## src/rtl/amu_defs.svh

```systemverilog
// Purpose: Constants of the address modifier arithmetic unit
// Assumes: APB data 32 bits, one aligned word per register
// Notes:   Definitions only
`ifndef AMU_DEFS_SVH
`define AMU_DEFS_SVH

// ----------------------------------------------------------------
// Widths
// ----------------------------------------------------------------
`define AMU_AW          24
`define AMU_NUM_PTR     8
`define AMU_IDX_W       3
`define AMU_PADDR_W     8

// ----------------------------------------------------------------
// Register map, byte addresses
// ----------------------------------------------------------------
`define AMU_OFF_MOD0    8'h00
`define AMU_OFF_STATUS  8'h20
`define AMU_MOD_RESET   24'hFFFFFF

// ----------------------------------------------------------------
// Modifier encodings, low 16 bits
// ----------------------------------------------------------------
`define AMU_M_LINEAR    16'hFFFF
`define AMU_M_REVERSE   16'h0000
`define AMU_MW_TAG      2'h2
`define AMU_MW_BIT_HI   15
`define AMU_MW_BIT_LO   14

`endif

```

## src/rtl/amu_pkg.sv

```systemverilog
// Purpose: Types of the address modifier arithmetic unit
// Assumes: amu_defs.svh holds all numbers
// Notes:   Request and result travel as packed structs
`include "amu_defs.svh"

package amu_pkg;

  // Register-indirect update modes
  typedef enum logic [2:0] {
    AMU_OP_NONE, AMU_OP_POST_INC, AMU_OP_POST_DEC, AMU_OP_POST_ADD,
    AMU_OP_POST_SUB, AMU_OP_INDEXED, AMU_OP_PRE_DEC
  } amu_op_t;

  // Arithmetic types selected by the modifier
  typedef enum logic [2:0] {
    AMU_AR_LINEAR, AMU_AR_REVERSE, AMU_AR_MODULO, AMU_AR_MULTI, AMU_AR_RESERVED
  } amu_arith_t;

  typedef struct packed {
    logic                  valid;
    logic [`AMU_IDX_W-1:0] idx;
    amu_op_t               op;
    logic [`AMU_AW-1:0]    ptr;
    logic [`AMU_AW-1:0]    off;
  } amu_req_t;

  typedef struct packed {
    logic                  valid;
    logic [`AMU_IDX_W-1:0] idx;
    logic [`AMU_AW-1:0]    addr;
    logic [`AMU_AW-1:0]    new_ptr;
    logic                  wr_ptr;
  } amu_res_t;

endpackage

```

## src/rtl/amu_top.sv

```systemverilog
// Purpose: Address pointer update arithmetic with per-pointer modifiers
// Assumes: Decode stage drives one request per cycle, no back-pressure
// Notes:   Result two cycles after request; modifiers over APB
`timescale 1ns/10ps
`include "amu_defs.svh"

// Contract
// - Each pointer owns a modifier word; only its contents pick the arithmetic.
// - All four arithmetic types work with every register-indirect update mode.
// - Upper eight modifier bits are ignored; unlisted encodings are reserved.
// - Low sixteen bits all ones gives plain 24-bit wrapping addition.
// - Linear offset behaves the same read as signed or unsigned.
// - Modifier zero adds with carry running from MSB toward LSB.
// - Modulus equals modifier plus one, from 2 up to 32768.
// - Modulo base clears the k low pointer bits, 2^k the least cover of M.
// - Modulo pointer may start anywhere inside its buffer.
// - Modulo step past top wraps to base; below base wraps to top.
// - Modulo offset of P times 2^k moves the pointer P whole blocks.
// - Bit 15 set, bit 14 clear selects multiple wrap; low 14 bits hold M-1.
// - Multiple wrap base has k zero low bits; wraps like modulo at both ends.
// - Multiple wrap handles offsets of any size, wrapping as often as needed.
// - Unit steps in multiple wrap wrap at most once per update.
// - Post modes address with the old pointer then write the update back.
// - Indexed mode addresses pointer plus offset, leaving the pointer unchanged.
module amu_top
  import amu_pkg::*;
#(
  parameter int NUM_PTR = `AMU_NUM_PTR
) (
  input  wire logic                    i_clk,
  input  wire logic                    i_rst_b,
  input  wire logic                    i_psel,
  input  wire logic                    i_penable,
  input  wire logic                    i_pwrite,
  input  wire logic [`AMU_PADDR_W-1:0] i_paddr,
  input  wire logic [31:0]             i_pwdata,
  output logic                         o_pready,
  output logic      [31:0]             o_prdata,
  output logic                         o_pslverr,
  input  wire amu_req_t                i_req,
  output amu_res_t                     o_res
);

  localparam int AW = `AMU_AW;

  // ----------------------------------------------------------------
  // Functions
  // ----------------------------------------------------------------

  // Mirror the bit order of an address word
  function automatic logic [AW-1:0] bit_rev(input logic [AW-1:0] v);
    logic [AW-1:0] r;
    r = '0;
    for (int i = 0; i < AW; i++)
      r[i] = v[AW-1-i];
    return r;
  endfunction

  // Ones in every position up to the top set bit of v
  function automatic logic [15:0] fill_mask(input logic [15:0] v);
    logic [15:0] f;
    f = v;
    f = f | (f >> 1);
    f = f | (f >> 2);
    f = f | (f >> 4);
    f = f | (f >> 8);
    return f;
  endfunction

  // Arithmetic type from the low sixteen modifier bits
  function automatic amu_arith_t arith_of(input logic [15:0] m);
    amu_arith_t a;
    if (m == `AMU_M_LINEAR)
      a = AMU_AR_LINEAR;
    else if (m == `AMU_M_REVERSE)
      a = AMU_AR_REVERSE;
    else if (!m[`AMU_MW_BIT_HI])
      a = AMU_AR_MODULO;
    else if (m[`AMU_MW_BIT_HI:`AMU_MW_BIT_LO] == `AMU_MW_TAG)
      a = AMU_AR_MULTI;
    else
      a = AMU_AR_RESERVED;
    return a;
  endfunction

  // ----------------------------------------------------------------
  // APB decode
  // ----------------------------------------------------------------
  logic [AW-1:0] apb_mod_rd;
  logic [AW-1:0] mod_q;
  logic [15:0]   upd_count;
  amu_arith_t    last_arith;

  wire       aligned    = (i_paddr[1:0] == 2'h0);
  wire       hit_mod    = aligned && (i_paddr >= `AMU_OFF_MOD0)
                          && (i_paddr < `AMU_OFF_MOD0 + 8'(4 * NUM_PTR));
  wire       hit_status = (i_paddr == `AMU_OFF_STATUS);
  wire [`AMU_IDX_W-1:0] apb_idx = `AMU_IDX_W'((i_paddr - `AMU_OFF_MOD0) >> 2);
  wire       access     = i_psel && i_penable;
  wire       apb_we     = access && o_pready && i_pwrite && hit_mod;
  wire [31:0] status_word = {13'h0000, last_arith, upd_count};
  wire [31:0] read_word  = hit_mod    ? {8'h00, apb_mod_rd} :
                           hit_status ? status_word : 32'h0000_0000;

  // One wait state: answer in the second access cycle
  always_ff @(posedge i_clk) begin
    if (!i_rst_b) begin
      o_pready  <= 1'b0;
      o_prdata  <= 32'h0000_0000;
      o_pslverr <= 1'b0;
    end else if (access && !o_pready) begin
      o_pready  <= 1'b1;
      o_prdata  <= i_pwrite ? 32'h0000_0000 : read_word;
      o_pslverr <= !(hit_mod || hit_status);
    end else begin
      o_pready  <= 1'b0;
      o_prdata  <= 32'h0000_0000;
      o_pslverr <= 1'b0;
    end
  end

  // ----------------------------------------------------------------
  // Modifier storage, one word per pointer
  // ----------------------------------------------------------------
  amu_mod_mem #(
    .NUM (NUM_PTR),
    .W   (AW),
    .RST (`AMU_MOD_RESET)
  ) u_mod_mem (
    .i_clk     (i_clk),
    .i_rst_b   (i_rst_b),
    .i_we      (apb_we),
    .i_waddr   (apb_idx),
    .i_wdata   (i_pwdata[AW-1:0]),
    .i_raddr_a (apb_idx),
    .o_rdata_a (apb_mod_rd),
    .i_raddr_b (i_req.idx),
    .o_rdata_b (mod_q)
  );

  // ----------------------------------------------------------------
  // Stage one: request held beside its modifier
  // ----------------------------------------------------------------
  amu_req_t req_q;

  always_ff @(posedge i_clk) begin
    if (!i_rst_b)
      req_q <= '0;
    else
      req_q <= i_req;
  end

  // ----------------------------------------------------------------
  // Step selection per update mode
  // ----------------------------------------------------------------
  wire        use_off  = (req_q.op == AMU_OP_POST_ADD) || (req_q.op == AMU_OP_POST_SUB)
                         || (req_q.op == AMU_OP_INDEXED);
  wire        sub      = (req_q.op == AMU_OP_POST_DEC) || (req_q.op == AMU_OP_POST_SUB)
                         || (req_q.op == AMU_OP_PRE_DEC);
  wire [AW-1:0] step   = use_off ? req_q.off : 24'h000001;
  wire [AW-1:0] eff    = sub ? AW'(~step + 24'h000001) : step;
  wire [15:0]   m      = mod_q[15:0];
  amu_arith_t   arith;
  assign arith = arith_of(m);

  // ----------------------------------------------------------------
  // Linear and reverse-carry sums
  // ----------------------------------------------------------------
  wire [AW-1:0] lin_sum = AW'(req_q.ptr + eff);
  wire [AW-1:0] rev_a   = bit_rev(req_q.ptr);
  wire [AW-1:0] rev_b   = bit_rev(step);
  wire [AW-1:0] rev_s   = sub ? AW'(rev_a - rev_b) : AW'(rev_a + rev_b);
  wire [AW-1:0] rev_sum = bit_rev(rev_s);

  // ----------------------------------------------------------------
  // Modulo sum inside a block of 2^k words
  // ----------------------------------------------------------------
  wire [15:0]   mod_mask16 = fill_mask(m);
  wire [AW-1:0] mod_mask   = {8'h00, mod_mask16};
  wire [AW-1:0] mod_base   = req_q.ptr & ~mod_mask;
  wire [AW-1:0] mod_rel    = req_q.ptr & mod_mask;
  wire signed [25:0] m_s   = $signed({10'h000, m});
  wire signed [25:0] msize = m_s + 26'sh0000001;
  wire signed [25:0] rel_s = $signed({2'h0, mod_rel}) + $signed({{2{eff[AW-1]}}, eff});
  wire signed [25:0] wrap_s = (rel_s > m_s)      ? rel_s - msize :
                              (rel_s < 26'sh0)   ? rel_s + msize : rel_s;
  wire          blk_mult   = (step != 24'h000000) && ((step & mod_mask) == 24'h000000);
  wire [AW-1:0] mod_sum    = blk_mult ? lin_sum
                                      : (mod_base | AW'(wrap_s));

  // ----------------------------------------------------------------
  // Multiple wrap-around sum, mask is M-1 directly
  // ----------------------------------------------------------------
  wire [AW-1:0] mw_mask = {10'h000, m[13:0]};
  wire [AW-1:0] mw_sum  = (req_q.ptr & ~mw_mask) | (lin_sum & mw_mask);

  // ----------------------------------------------------------------
  // Arithmetic selection
  // ----------------------------------------------------------------
  logic [AW-1:0] next_sum;

  always_comb begin
    case (arith)
      AMU_AR_LINEAR:  next_sum = lin_sum;
      AMU_AR_REVERSE: next_sum = rev_sum;
      AMU_AR_MODULO:  next_sum = mod_sum;
      AMU_AR_MULTI:   next_sum = mw_sum;
      default:        next_sum = lin_sum;
    endcase
  end

  // ----------------------------------------------------------------
  // Operand address and write-back per mode
  // ----------------------------------------------------------------
  amu_res_t next_res;

  always_comb begin
    next_res       = '0;
    next_res.valid = req_q.valid;
    next_res.idx   = req_q.idx;
    case (req_q.op)
      AMU_OP_NONE: begin
        next_res.addr    = req_q.ptr;
        next_res.new_ptr = req_q.ptr;
        next_res.wr_ptr  = 1'b0;
      end
      AMU_OP_INDEXED: begin
        next_res.addr    = next_sum;
        next_res.new_ptr = req_q.ptr;
        next_res.wr_ptr  = 1'b0;
      end
      AMU_OP_PRE_DEC: begin
        next_res.addr    = next_sum;
        next_res.new_ptr = next_sum;
        next_res.wr_ptr  = req_q.valid;
      end
      AMU_OP_POST_INC, AMU_OP_POST_DEC, AMU_OP_POST_ADD, AMU_OP_POST_SUB: begin
        next_res.addr    = req_q.ptr;
        next_res.new_ptr = next_sum;
        next_res.wr_ptr  = req_q.valid;
      end
      default: begin
        next_res.addr    = req_q.ptr;
        next_res.new_ptr = req_q.ptr;
        next_res.wr_ptr  = 1'b0;
      end
    endcase
  end

  // ----------------------------------------------------------------
  // Stage two: registered result and status
  // ----------------------------------------------------------------
  always_ff @(posedge i_clk) begin
    if (!i_rst_b)
      o_res <= '0;
    else
      o_res <= next_res;
  end

  // Last arithmetic type used and count of valid requests, any mode
  always_ff @(posedge i_clk) begin
    if (!i_rst_b) begin
      last_arith <= AMU_AR_LINEAR;
      upd_count  <= 16'h0000;
    end else if (req_q.valid) begin
      last_arith <= arith;
      upd_count  <= 16'(upd_count + 16'h0001);
    end
  end

endmodule

```

## src/rtl/amu_mod_mem.sv

```systemverilog
// Purpose: Modifier register storage, one word per address pointer
// Assumes: One write port, two read ports with registered data
// Notes:   Read data appear one cycle after the address
`timescale 1ns/10ps

module amu_mod_mem #(
  parameter int          NUM = 8,
  parameter int          W   = 24,
  parameter logic [W-1:0] RST = '1
) (
  input  wire logic                   i_clk,
  input  wire logic                   i_rst_b,
  input  wire logic                   i_we,
  input  wire logic [$clog2(NUM)-1:0] i_waddr,
  input  wire logic [W-1:0]           i_wdata,
  input  wire logic [$clog2(NUM)-1:0] i_raddr_a,
  output logic      [W-1:0]           o_rdata_a,
  input  wire logic [$clog2(NUM)-1:0] i_raddr_b,
  output logic      [W-1:0]           o_rdata_b
);

  localparam int IW = $clog2(NUM);

  logic [W-1:0] mem [NUM];

  // ----------------------------------------------------------------
  // Storage words, reset to linear arithmetic
  // ----------------------------------------------------------------
  generate
    for (genvar g = 0; g < NUM; g++) begin : g_word
      always_ff @(posedge i_clk) begin
        if (!i_rst_b)
          mem[g] <= RST;
        else if (i_we && i_waddr == IW'(g))
          mem[g] <= i_wdata;
      end
    end
  endgenerate

  // Registered read ports
  always_ff @(posedge i_clk) begin
    if (!i_rst_b) begin
      o_rdata_a <= '0;
      o_rdata_b <= '0;
    end else begin
      o_rdata_a <= mem[i_raddr_a];
      o_rdata_b <= mem[i_raddr_b];
    end
  end

endmodule

```

## config.mk

```make
export PLATFORM = sky130hd
export DESIGN_NAME = amu_top
export DESIGN_NICKNAME = d
export VERILOG_FILES = /design/src/rtl/amu_pkg.sv /design/src/rtl/amu_top.sv /design/src/rtl/amu_mod_mem.sv
export VERILOG_INCLUDE_DIRS = /design/src /design/src/rtl
export SDC_FILE = /design/constraint.sdc
export NUM_CORES = 1
export LEC_CHECK = 0
export ABC_AREA = 1
export BUFFER_PORTS_ARGS = -buffer_cell sky130_fd_sc_hd__clkbuf_2
export CELL_PAD_IN_SITES_DETAIL_PLACEMENT = 1
export CELL_PAD_IN_SITES_GLOBAL_PLACEMENT = 1
export CORE_UTILIZATION = 40
export CTS_CLUSTER_SIZE = 10
export DETAILED_ROUTE_END_ITERATION = 8
export GPL_ROUTABILITY_DRIVEN = 0
export PLACE_DENSITY = 0.77
export SYNTH_ARGS = -nofsm -noshare
export SYNTH_HDL_FRONTEND = slang
export SYNTH_SLANG_ARGS = --single-unit
```

## constraint.sdc

```tcl
create_clock -name i_clk -period 6.95 [get_ports i_clk]
set_input_delay 0.695 -clock i_clk [delete_from_list [all_inputs] [get_ports i_clk]]
set_output_delay 0.695 -clock i_clk [all_outputs]
set_load 0.005 [all_outputs]
```

# Word-level counts from Yosys, hierarchy flattened
# Memories as Yosys holds them, arrays and structs flattened. A register that Yosys moved wholly into a read port is not among the register bits.
# Index checks and enable logic that the tools add are counted.
# W data, S select, Z words.
[totals] mem_count=1 reg_bits=161 ramBits=192 elab_cells=155 out_inout_bits=87
[classes] eq_ne=19 n_bitwise=24 magnitude_cmp=4 muxes=48 add_sub_neg=9 reduce_logical=34
[memory_table] memory="u_mod_mem.mem" words=8 width=24 rd=2 rd_ports_with_merged_regs=2 write_ports=8 line="amu_mod_mem.sv:24" rtl="logic [W-1:0] mem [NUM];"
[ops] cell="$mux W24" n=15
[ops] cell="$pmux W49 S3" n=1
[ops] cell="$pmux W24 S3" n=1
[ops] cell="$add A24 B24 Y24" n=2
[ops] cell="$and A24 B16 Y24" n=2
[ops] cell="$and A24 B24 Y24" n=2
[ops] cell="$or A24 B24 Y24" n=2
[ops] cell="$add A25 B24 Y26" n=1
[ops] cell="$gt A26 B17 Y1" n=1
[ops] cell="$lt A26 B1 Y1 const B" n=1
[ops] cell="$mux W1" n=26
[ops] cell="$add A24 B1 Y24 const B" n=1
[ops] cell="$add A24 B18 Y24" n=1
[ops] cell="$and A24 B14 Y24" n=1
[ops] cell="$logic_not A24 Y1" n=1
[ops] cell="$not A14 Y24" n=1
[ops] cell="$not A16 Y24" n=1
[ops] cell="$not A24 Y24" n=1
[ops] cell="$reduce_bool A24 Y1" n=1
[ops] cell="$sub A24 B18 Y24" n=1
[ops] cell="$sub A24 B24 Y24" n=1
[ops] cell="$eq A3 B3 Y1 const B" n=7
[ops] cell="$mux W19" n=1
[ops] cell="$eq A3 B2 Y1 const B" n=6
[ops] cell="other kinds (24)" n=60

# Longest topological paths before layout
[depth] word_depth=15 mapped_depth=49

# Cells and area by module
# A second synthesis with hierarchy kept.
[unflattened] cells_unflattened=3898 hier_area_um2=26912.1
[modules_own_cells] module="amu_top" instances=1 seq_area_each_um2=3062.9 area_each_um2=14441.4 cells_per_inst=2305
[modules_own_cells] module="amu_mod_mem" instances=1 seq_area_each_um2=6726.5 area_each_um2=12470.7 cells_per_inst=1593

# Least setup slack after synthesis
# No wires, ideal clock.
[synth_path] path_kind="flip-flop to flip-flop" from="register u_mod_mem.o_rdata_b[14] (read register of u_mod_mem.mem)" to="register o_res[46] (netlist bit)" setup_time_ps=132 setup_slack_ps=1161 stages_incl_launch_ff=45 period_less_slack_ps=5789 arrival_ps=5657 path_cell_list="dfxtp_1 nor2_4 nand2_2 nor2_4 nand3_2 nor2_4 inv_2 nor2_4 inv_2 nor2_2 inv_2 nor2_4 inv_2 nor2_4 nand2_2 clkinv_1 nor2_1 ha_1 [9 not listed] o21bai_1 a21oi_1 o21ai_0 a21boi_0 o21ai_0 nand2_1 a21oi_1 a21boi_0 nor2_1 nand3_1 nand2_1 nand2_1 nand2_1 nand3_1 nand2_1 nand2_1 nand3_1 a21oi_1"
[synth_via] elab_chain_len=13 word_cells_on_any_way=30 cone_classes="add/sub (4); order compare (2); eq/ne (5); mux (9); bitwise (7); reduce/logical (3)"
[synth_rtl] element="start, declared" line="amu_mod_mem.sv:19" rtl="output logic [W-1:0] o_rdata_b"
[synth_rtl] element="$or A16 B15 Y16" line="amu_top.sv:63" rtl="f = f | (f >> 1);"
[synth_rtl] element="$or A16 B14 Y16" line="amu_top.sv:64" rtl="f = f | (f >> 2);"
[synth_rtl] element="$or A16 B12 Y16" line="amu_top.sv:65" rtl="f = f | (f >> 4);"
[synth_rtl] element="$or A16 B8 Y16" line="amu_top.sv:66" rtl="f = f | (f >> 8);"
[synth_rtl] element="$and A24 B16 Y24" line="amu_top.sv:181" rtl="wire [AW-1:0] mod_rel = req_q.ptr & mod_mask;"
[synth_rtl] element="$add A25 B24 Y26" line="amu_top.sv:184" rtl="wire signed [25:0] rel_s = $signed({2'h0, mod_rel}) + $signed({{2{eff[AW-1]}}, eff});"
[synth_rtl] element="$add A24 B18 Y24 / $lt A26 B1 Y1 (equally long branches)" line="amu_top.sv:186" rtl="(rel_s < 26'sh0) ? rel_s + msize : rel_s;"
[synth_rtl] element="$mux W24" line="amu_top.sv:186"
[synth_rtl] element="$mux W24" line="amu_top.sv:185" rtl="wire signed [25:0] wrap_s = (rel_s > m_s) ? rel_s - msize :"
[synth_rtl] element="$or A24 B24 Y24" line="amu_top.sv:189" rtl=": (mod_base | AW'(wrap_s));"
[synth_rtl] element="$mux W24" line="amu_top.sv:188" rtl="wire [AW-1:0] mod_sum = blk_mult ? lin_sum"
[synth_rtl] element="$pmux W24 S3 (*)" line="amu_top.sv:203" rtl="case (arith)"
[synth_rtl] element="$pmux W49 S3 (*)" line="amu_top.sv:221" rtl="case (req_q.op)"
[synth_rtl] element="end signal, assigned" line="amu_top.sv:257" rtl="o_res <= next_res;"
[synth_rtl] element="end, declared" line="amu_top.sv:41" rtl="output amu_res_t o_res"
# Every way passes the cells marked *; elsewhere a longest branch is shown, timed or not.
# A chain may end at the register's enable or synchronous reset.

# Worst setup path after layout
[layout_path] from="register req_q[49] (netlist bit)" to="register o_res[11] (netlist bit)"
[layout_via] elab_chain_len=15 word_cells_on_any_way=36 cone_classes="add/sub (7); order compare (2); eq/ne (6); mux (8); bitwise (5); reduce/logical (8)"
[layout_rtl] element="start, declared" line="amu_top.sv:144" rtl="amu_req_t req_q;"
[layout_rtl] element="start signal, assigned" line="amu_top.sv:150" rtl="req_q <= i_req;"
[layout_rtl] element="$eq A3 B2 Y1 / $eq A3 B3 Y1 (equally long branches)" line="amu_top.sv:156, amu_top.sv:221, amu_top.sv:158"
[layout_rtl] element="$logic_or A1 B1 Y1" line="amu_top.sv:156" rtl="wire use_off = (req_q.op == AMU_OP_POST_ADD) || (req_q.op == AMU_OP_POST_SUB)"
[layout_rtl] element="$logic_or A1 B1 Y1" line="amu_top.sv:157" rtl="|| (req_q.op == AMU_OP_INDEXED);"
[layout_rtl] element="$mux W24" line="amu_top.sv:160" rtl="wire [AW-1:0] step = use_off ? req_q.off : 24'h000001;"
[layout_rtl] element="$not A24 Y24" line="amu_top.sv:161" rtl="wire [AW-1:0] eff = sub ? AW'(~step + 24'h000001) : step;"
[layout_rtl] element="$add A24 B1 Y24" line="amu_top.sv:161"
[layout_rtl] element="$mux W24" line="amu_top.sv:161"
[layout_rtl] element="$add A25 B24 Y26" line="amu_top.sv:184"
[layout_rtl] element="$add A24 B18 Y24 / $lt A26 B1 Y1 (equally long branches)" line="amu_top.sv:186"
[layout_rtl] element="$mux W24" line="amu_top.sv:186"
[layout_rtl] element="$mux W24" line="amu_top.sv:185"
[layout_rtl] element="$or A24 B24 Y24" line="amu_top.sv:189"
[layout_rtl] element="$mux W24" line="amu_top.sv:188"
[layout_rtl] element="$pmux W24 S3" line="amu_top.sv:203"
[layout_rtl] element="$pmux W49 S3 (*)" line="amu_top.sv:221"
# Marked as above.

==> impl_table.tex <==
\begin{tabular}{lr}
\hline
Metric & Value \\
\hline
\multicolumn{2}{l}{\textbf{Critical path}} \\
\quad Worst Reg2Reg Path Length in Cells & 37 \\
\quad Setup crit end kind & flop \\
\quad Critical path buffer and inverter count & 5 \\
\quad Maximum fanout encountered on the critical timing path & 8 \\
\quad Cell type with the highest occurrence count on the critical path & nand2\_1 \\
\quad Critical setup path kind & reg2reg \\
\quad Worst setup SP type & flop \\
\quad Critical Path Max Stage Delay & 380 ps \\
\quad R2r endpoint & o\_res[11] \\
\quad Crit-path leading delay family & simple AND/OR/NAND/NOR gates \\
\quad Worst R2R Setup Slack & between 400 and 500 ps \\
\quad Arrival time reported for the critical path endpoint & roughly 7000 ps \\
\quad Slowest stage cell, crit path & xor2\_1 \\
\quad Req. time, crit path & $\sim$7400 ps \\
\quad Reg2Reg Launch Point & req\_q[49] \\
\multicolumn{2}{l}{\textbf{Layout}} \\
\quad Most common cell after layout, fill and taps aside & nand2\_1 \\
\quad Share of cells above drive strength 1 & between 10 and 15\% \\
\quad Flip-flop and latch area & around 9600 um2 \\
\quad Number of antenna cells inserted & 0 \\
\quad Count of nets after finishing & between 3000 and 4000 \\
\quad Area growth from synthesis to final layout & 12.8\% \\
\quad Count of placed standard cells in the final layout, fillers left out & between 4000 and 5000 \\
\quad Multi-input combinational cell area & $\sim$13000 um2 \\
\quad Count of filler cells inserted in the layout & 7500 \\
\quad Final Util & 45.7\% \\
\quad Leading cell types in the layout, fill and taps excluded & nand2\_1 (864), inv\_1 (375), nor2\_1 (261), a21oi\_1 (222), dfxtp\_1 (193) \\
\multicolumn{2}{l}{\textbf{GRT}} \\
\quad Initial antenna violation count & 0 \\
\quad First-pass GRT wire length & about 140 mm \\
\quad Vias in the first global route & 24800 \\
\quad Total gr overflow & 0 \\
\quad Global routing usage summed across all routing layers & between 20\% and 30\% \\
\quad Pin count of the biggest net entering global routing & around 70 \\
\multicolumn{2}{l}{\textbf{Synthesis}} \\
\quad Post-synth ARST share & 0\% \\
\quad Netlist Area Pre-Place & $\sim$25000 um2 \\
\quad Ys flop type & dfxtp\_1 \\
\quad FF+latch count, synth & $\sim$390 \\
\quad Number of enable-type register cells in the synthesized netlist & 192 \\
\quad Syn. warnings & 0 \\
\quad Post-synthesis average cell area & roughly 7.6 um2 \\
\quad Post-Synthesis Cells & 3243 \\
\quad Sequential-to-total area share from yosys stat & between 30\% and 40\% \\
\quad Count of unique library cells instantiated by Yosys & 70 \\
\multicolumn{2}{l}{\textbf{Clocking}} \\
\quad Number of buffers on the longest clock path & 3 \\
\quad \# clock sinks & 385 \\
\quad Post-CTS clock slew at the launch and capture registers of the worst setup and hold paths & around 60 ps \\
\quad Total number of H-tree levels & 2 \\
\quad Root Driver & clkbuf\_16 \\
\quad Post-cts hold buffer count & 0 \\
\quad CTS buffer count & 45 \\
\quad TritonCTS clock tree & yes \\
\quad Skew-Pair Late Insertion Delay & $\sim$600 ps \\
\multicolumn{2}{l}{\textbf{Detailed routing}} \\
\quad Detailed-route vias per instance & 5.61 \\
\quad Routed length on met2 & around 46 mm \\
\quad Routed length on met1 & roughly 36 mm \\
\quad Number of iterations in the first detailed-routing pass & 5 \\
\quad Wirelength per Cell & roughly 22 um \\
\quad Routed Wire Length & a little over 90 mm \\
\quad Violation count after the first detailed-route iteration & 1332 \\
\quad Met3 wire len & approximately 4.7 mm \\
\quad Antenna Violating Nets Remaining & 0 \\
\quad Top routing layer used & met4 \\
\quad Post-route DRC violation count & 0 \\
\quad Via count & roughly 24000 \\
\multicolumn{2}{l}{\textbf{STA}} \\
\quad Final count of negative-setup-slack endpoints & 0 \\
\quad Final worst-path cycle share & 93.8\% \\
\quad Slew of the pin with the lowest slew margin & approximately 1200 ps \\
\quad Setup repair after global routing missed its margin & false \\
\quad Hold Fails Final Rpt & 0 \\
\quad Largest clock skew in the final design & 31.4 ps \\
\quad Maximum operating frequency & roughly 150 MHz \\
\quad Period minus WS final & about 6500 ps \\
\quad Final WS setup & approximately 430 ps \\
\quad Worst slew margin relative to its limit & roughly 22\% \\
\quad Accumulated negative setup slack & 0 ps \\
\quad Final Max Slew Viols & 0 \\
\multicolumn{2}{l}{\textbf{Floorplanning}} \\
\quad Die span in y & 250 um \\
\quad Floorplan die width & about 250 um \\
\quad Initial core utilization & 40.6\% \\
\quad Total die area & 62300 um2 \\
\quad Top-level I/O count & between 150 and 200 \\
\quad Standard-cell rows & 90 \\
\quad Area inside the core boundary & just over 60000 um2 \\
\multicolumn{2}{l}{\textbf{Worst hold path}} \\
\quad Worst hold path cell count & 3 \\
\quad Worst Hold Endpoint & req\_q[38] \\
\quad Min-Delay Path Class & in2reg \\
\quad Startpoint of the most critical hold path & i\_req[38] \\
\multicolumn{2}{l}{\textbf{Placement}} \\
\quad Placed Instances & 4128 \\
\quad Worst slack, placed & between 100 and 150 ps \\
\quad Count of buffers from port buffering & 170 \\
\quad Half-perimeter wire length of the detailed placement result & between 60 and 70 mm \\
\multicolumn{2}{l}{\textbf{Flow run}} \\
\quad Max-capacitance violation count & 0 \\
\multicolumn{2}{l}{\textbf{Power}} \\
\quad LEAKAGE & $\sim$12 nW \\
\quad Peak supply drop & 0.180 mV \\
\quad Power per cell area & around 250 nW/um2 \\
\quad Post-layout total power & just under 7 mW \\
\multicolumn{2}{l}{\textbf{Outcome}} \\
\quad Outcome & completed \\
\hline
\end{tabular}
## repair_timing
action / in CTS / in global routing
resized for setup: 0 / 16
setup endpoints to repair: 0 / 41
buffers inserted: 0 / 1
## synthesized netlist by cell type, drive strengths merged (10+ instances only)
| cell type | n | area [um2] |
|---|---|---|
| a22oi | 37 | 278 |
| xor2 | 101 | 885 |
| clkbuf | 101 | 379 |
| nand3 | 162 | 896 |
| inv | 397 | 1490 |
| nor3 | 32 | 165 |
| nand4 | 27 | 184 |
| buf | 34 | 245 |
| o211ai | 14 | 150 |
| dfxtp | 193 | 3860 |
| or2 | 10 | 62.6 |
| a211oi | 19 | 143 |
| nor2 | 288 | 1240 |
| nand3b | 12 | 106 |
| o21ai | 206 | 1110 |
| a41oi | 11 | 96.3 |
| o32ai | 31 | 272 |
| nand2 | 919 | 3640 |
| edfxtp | 192 | 5770 |
| ha | 114 | 1430 |
| o21bai | 17 | 131 |
| a21oi | 227 | 1150 |
| xnor2 | 27 | 236 |
## per-stage QoR
step           area (um2)  hold slack [ps]
3_3_place_gp        26300              408
3_5_place_dp        26300              406
4_1_cts             27600              273
2_1_floorplan       24600              390
6_report            27700              297
5_1_grt             27700              305
## how the worst max path moves through the flow
stage,start,end,depth (start not counted)
2_1_floorplan,u_mod_mem.o_rdata_b[14],o_res[46],44
3_3_place_gp,u_mod_mem.o_rdata_b[15],o_res[48],42
3_5_place_dp,u_mod_mem.o_rdata_b[15],o_res[48],43
4_1_cts,u_mod_mem.o_rdata_b[15],o_res[48],43
5_1_grt,u_mod_mem.o_rdata_b[15],o_res[20],43
6_report,req_q[49],o_res[11],37
## cell families (layout without fill, tap and decap cells)
logic type               Yosys count  in the layout  synth area share (%)
AO/OA/AOI/OAI                    615            615                  15.3
adder cells (fa/ha/maj)          119            119                  6.22
XOR/XNOR                         128            128                  4.57
buffers and inverters            539            709                  8.74
flip-flops                       385            385                  39.3
AND/OR/NAND/NOR                 1456           1456                  25.9
other                              1              8                0.0153
## layer usage
| metal | global-route usage (%) | vias up |
|---|---|---|
| met1 | 33.6 | 11600 |
| met2 | 51.8 | 775 |
| met3 | 3.08 | 239 |
| met4 | 15.7 | 0 |
| li1 | - | 11000 |
| met5 | 0 | - |
## flip-flops by register name (all words and copies together) (netlist names)
name	flops
upd_count	16
o_pready	1
u_mod_mem.mem	192
o_pslverr	1
u_mod_mem.o_rdata_a	24
o_prdata	24
next_res	4
o_res	53
last_arith	3
u_mod_mem.o_rdata_b	16
req_q	51
## final cells by class
type / count / area share, %
clock buffer: 69 / 4.58
clock inverter: 4 / 0.176
inverter: 404 / 5.49
multi-input combinational: 2326 / 46.6
sequential: 385 / 34.8
tap: 782 / 3.54
timing repair buffer: 232 / 4.81
## power breakdown
group | total, mW | switching, mW | internal (mW)
Clock | 2.19 | 0.942 | 1.25
Combinational | 2.06 | 1.39 | 0.675
Sequential | 2.53 | 0.0774 | 2.46
Total | 6.79 | 2.41 | 4.38
## worst register-to-register path, delay by kind of cell, from the launching register on
family / cells / cell delay (ps)
AND/OR/NAND/NOR: 16 / 2230
flip-flops: 1 / 330
AO/OA/AOI/OAI: 11 / 1560
XOR/XNOR: 2 / 720
adder cells (fa/ha/maj): 3 / 970
buffers and inverters: 5 / 610
Note: power is estimated with default switching activity, not from simulation.
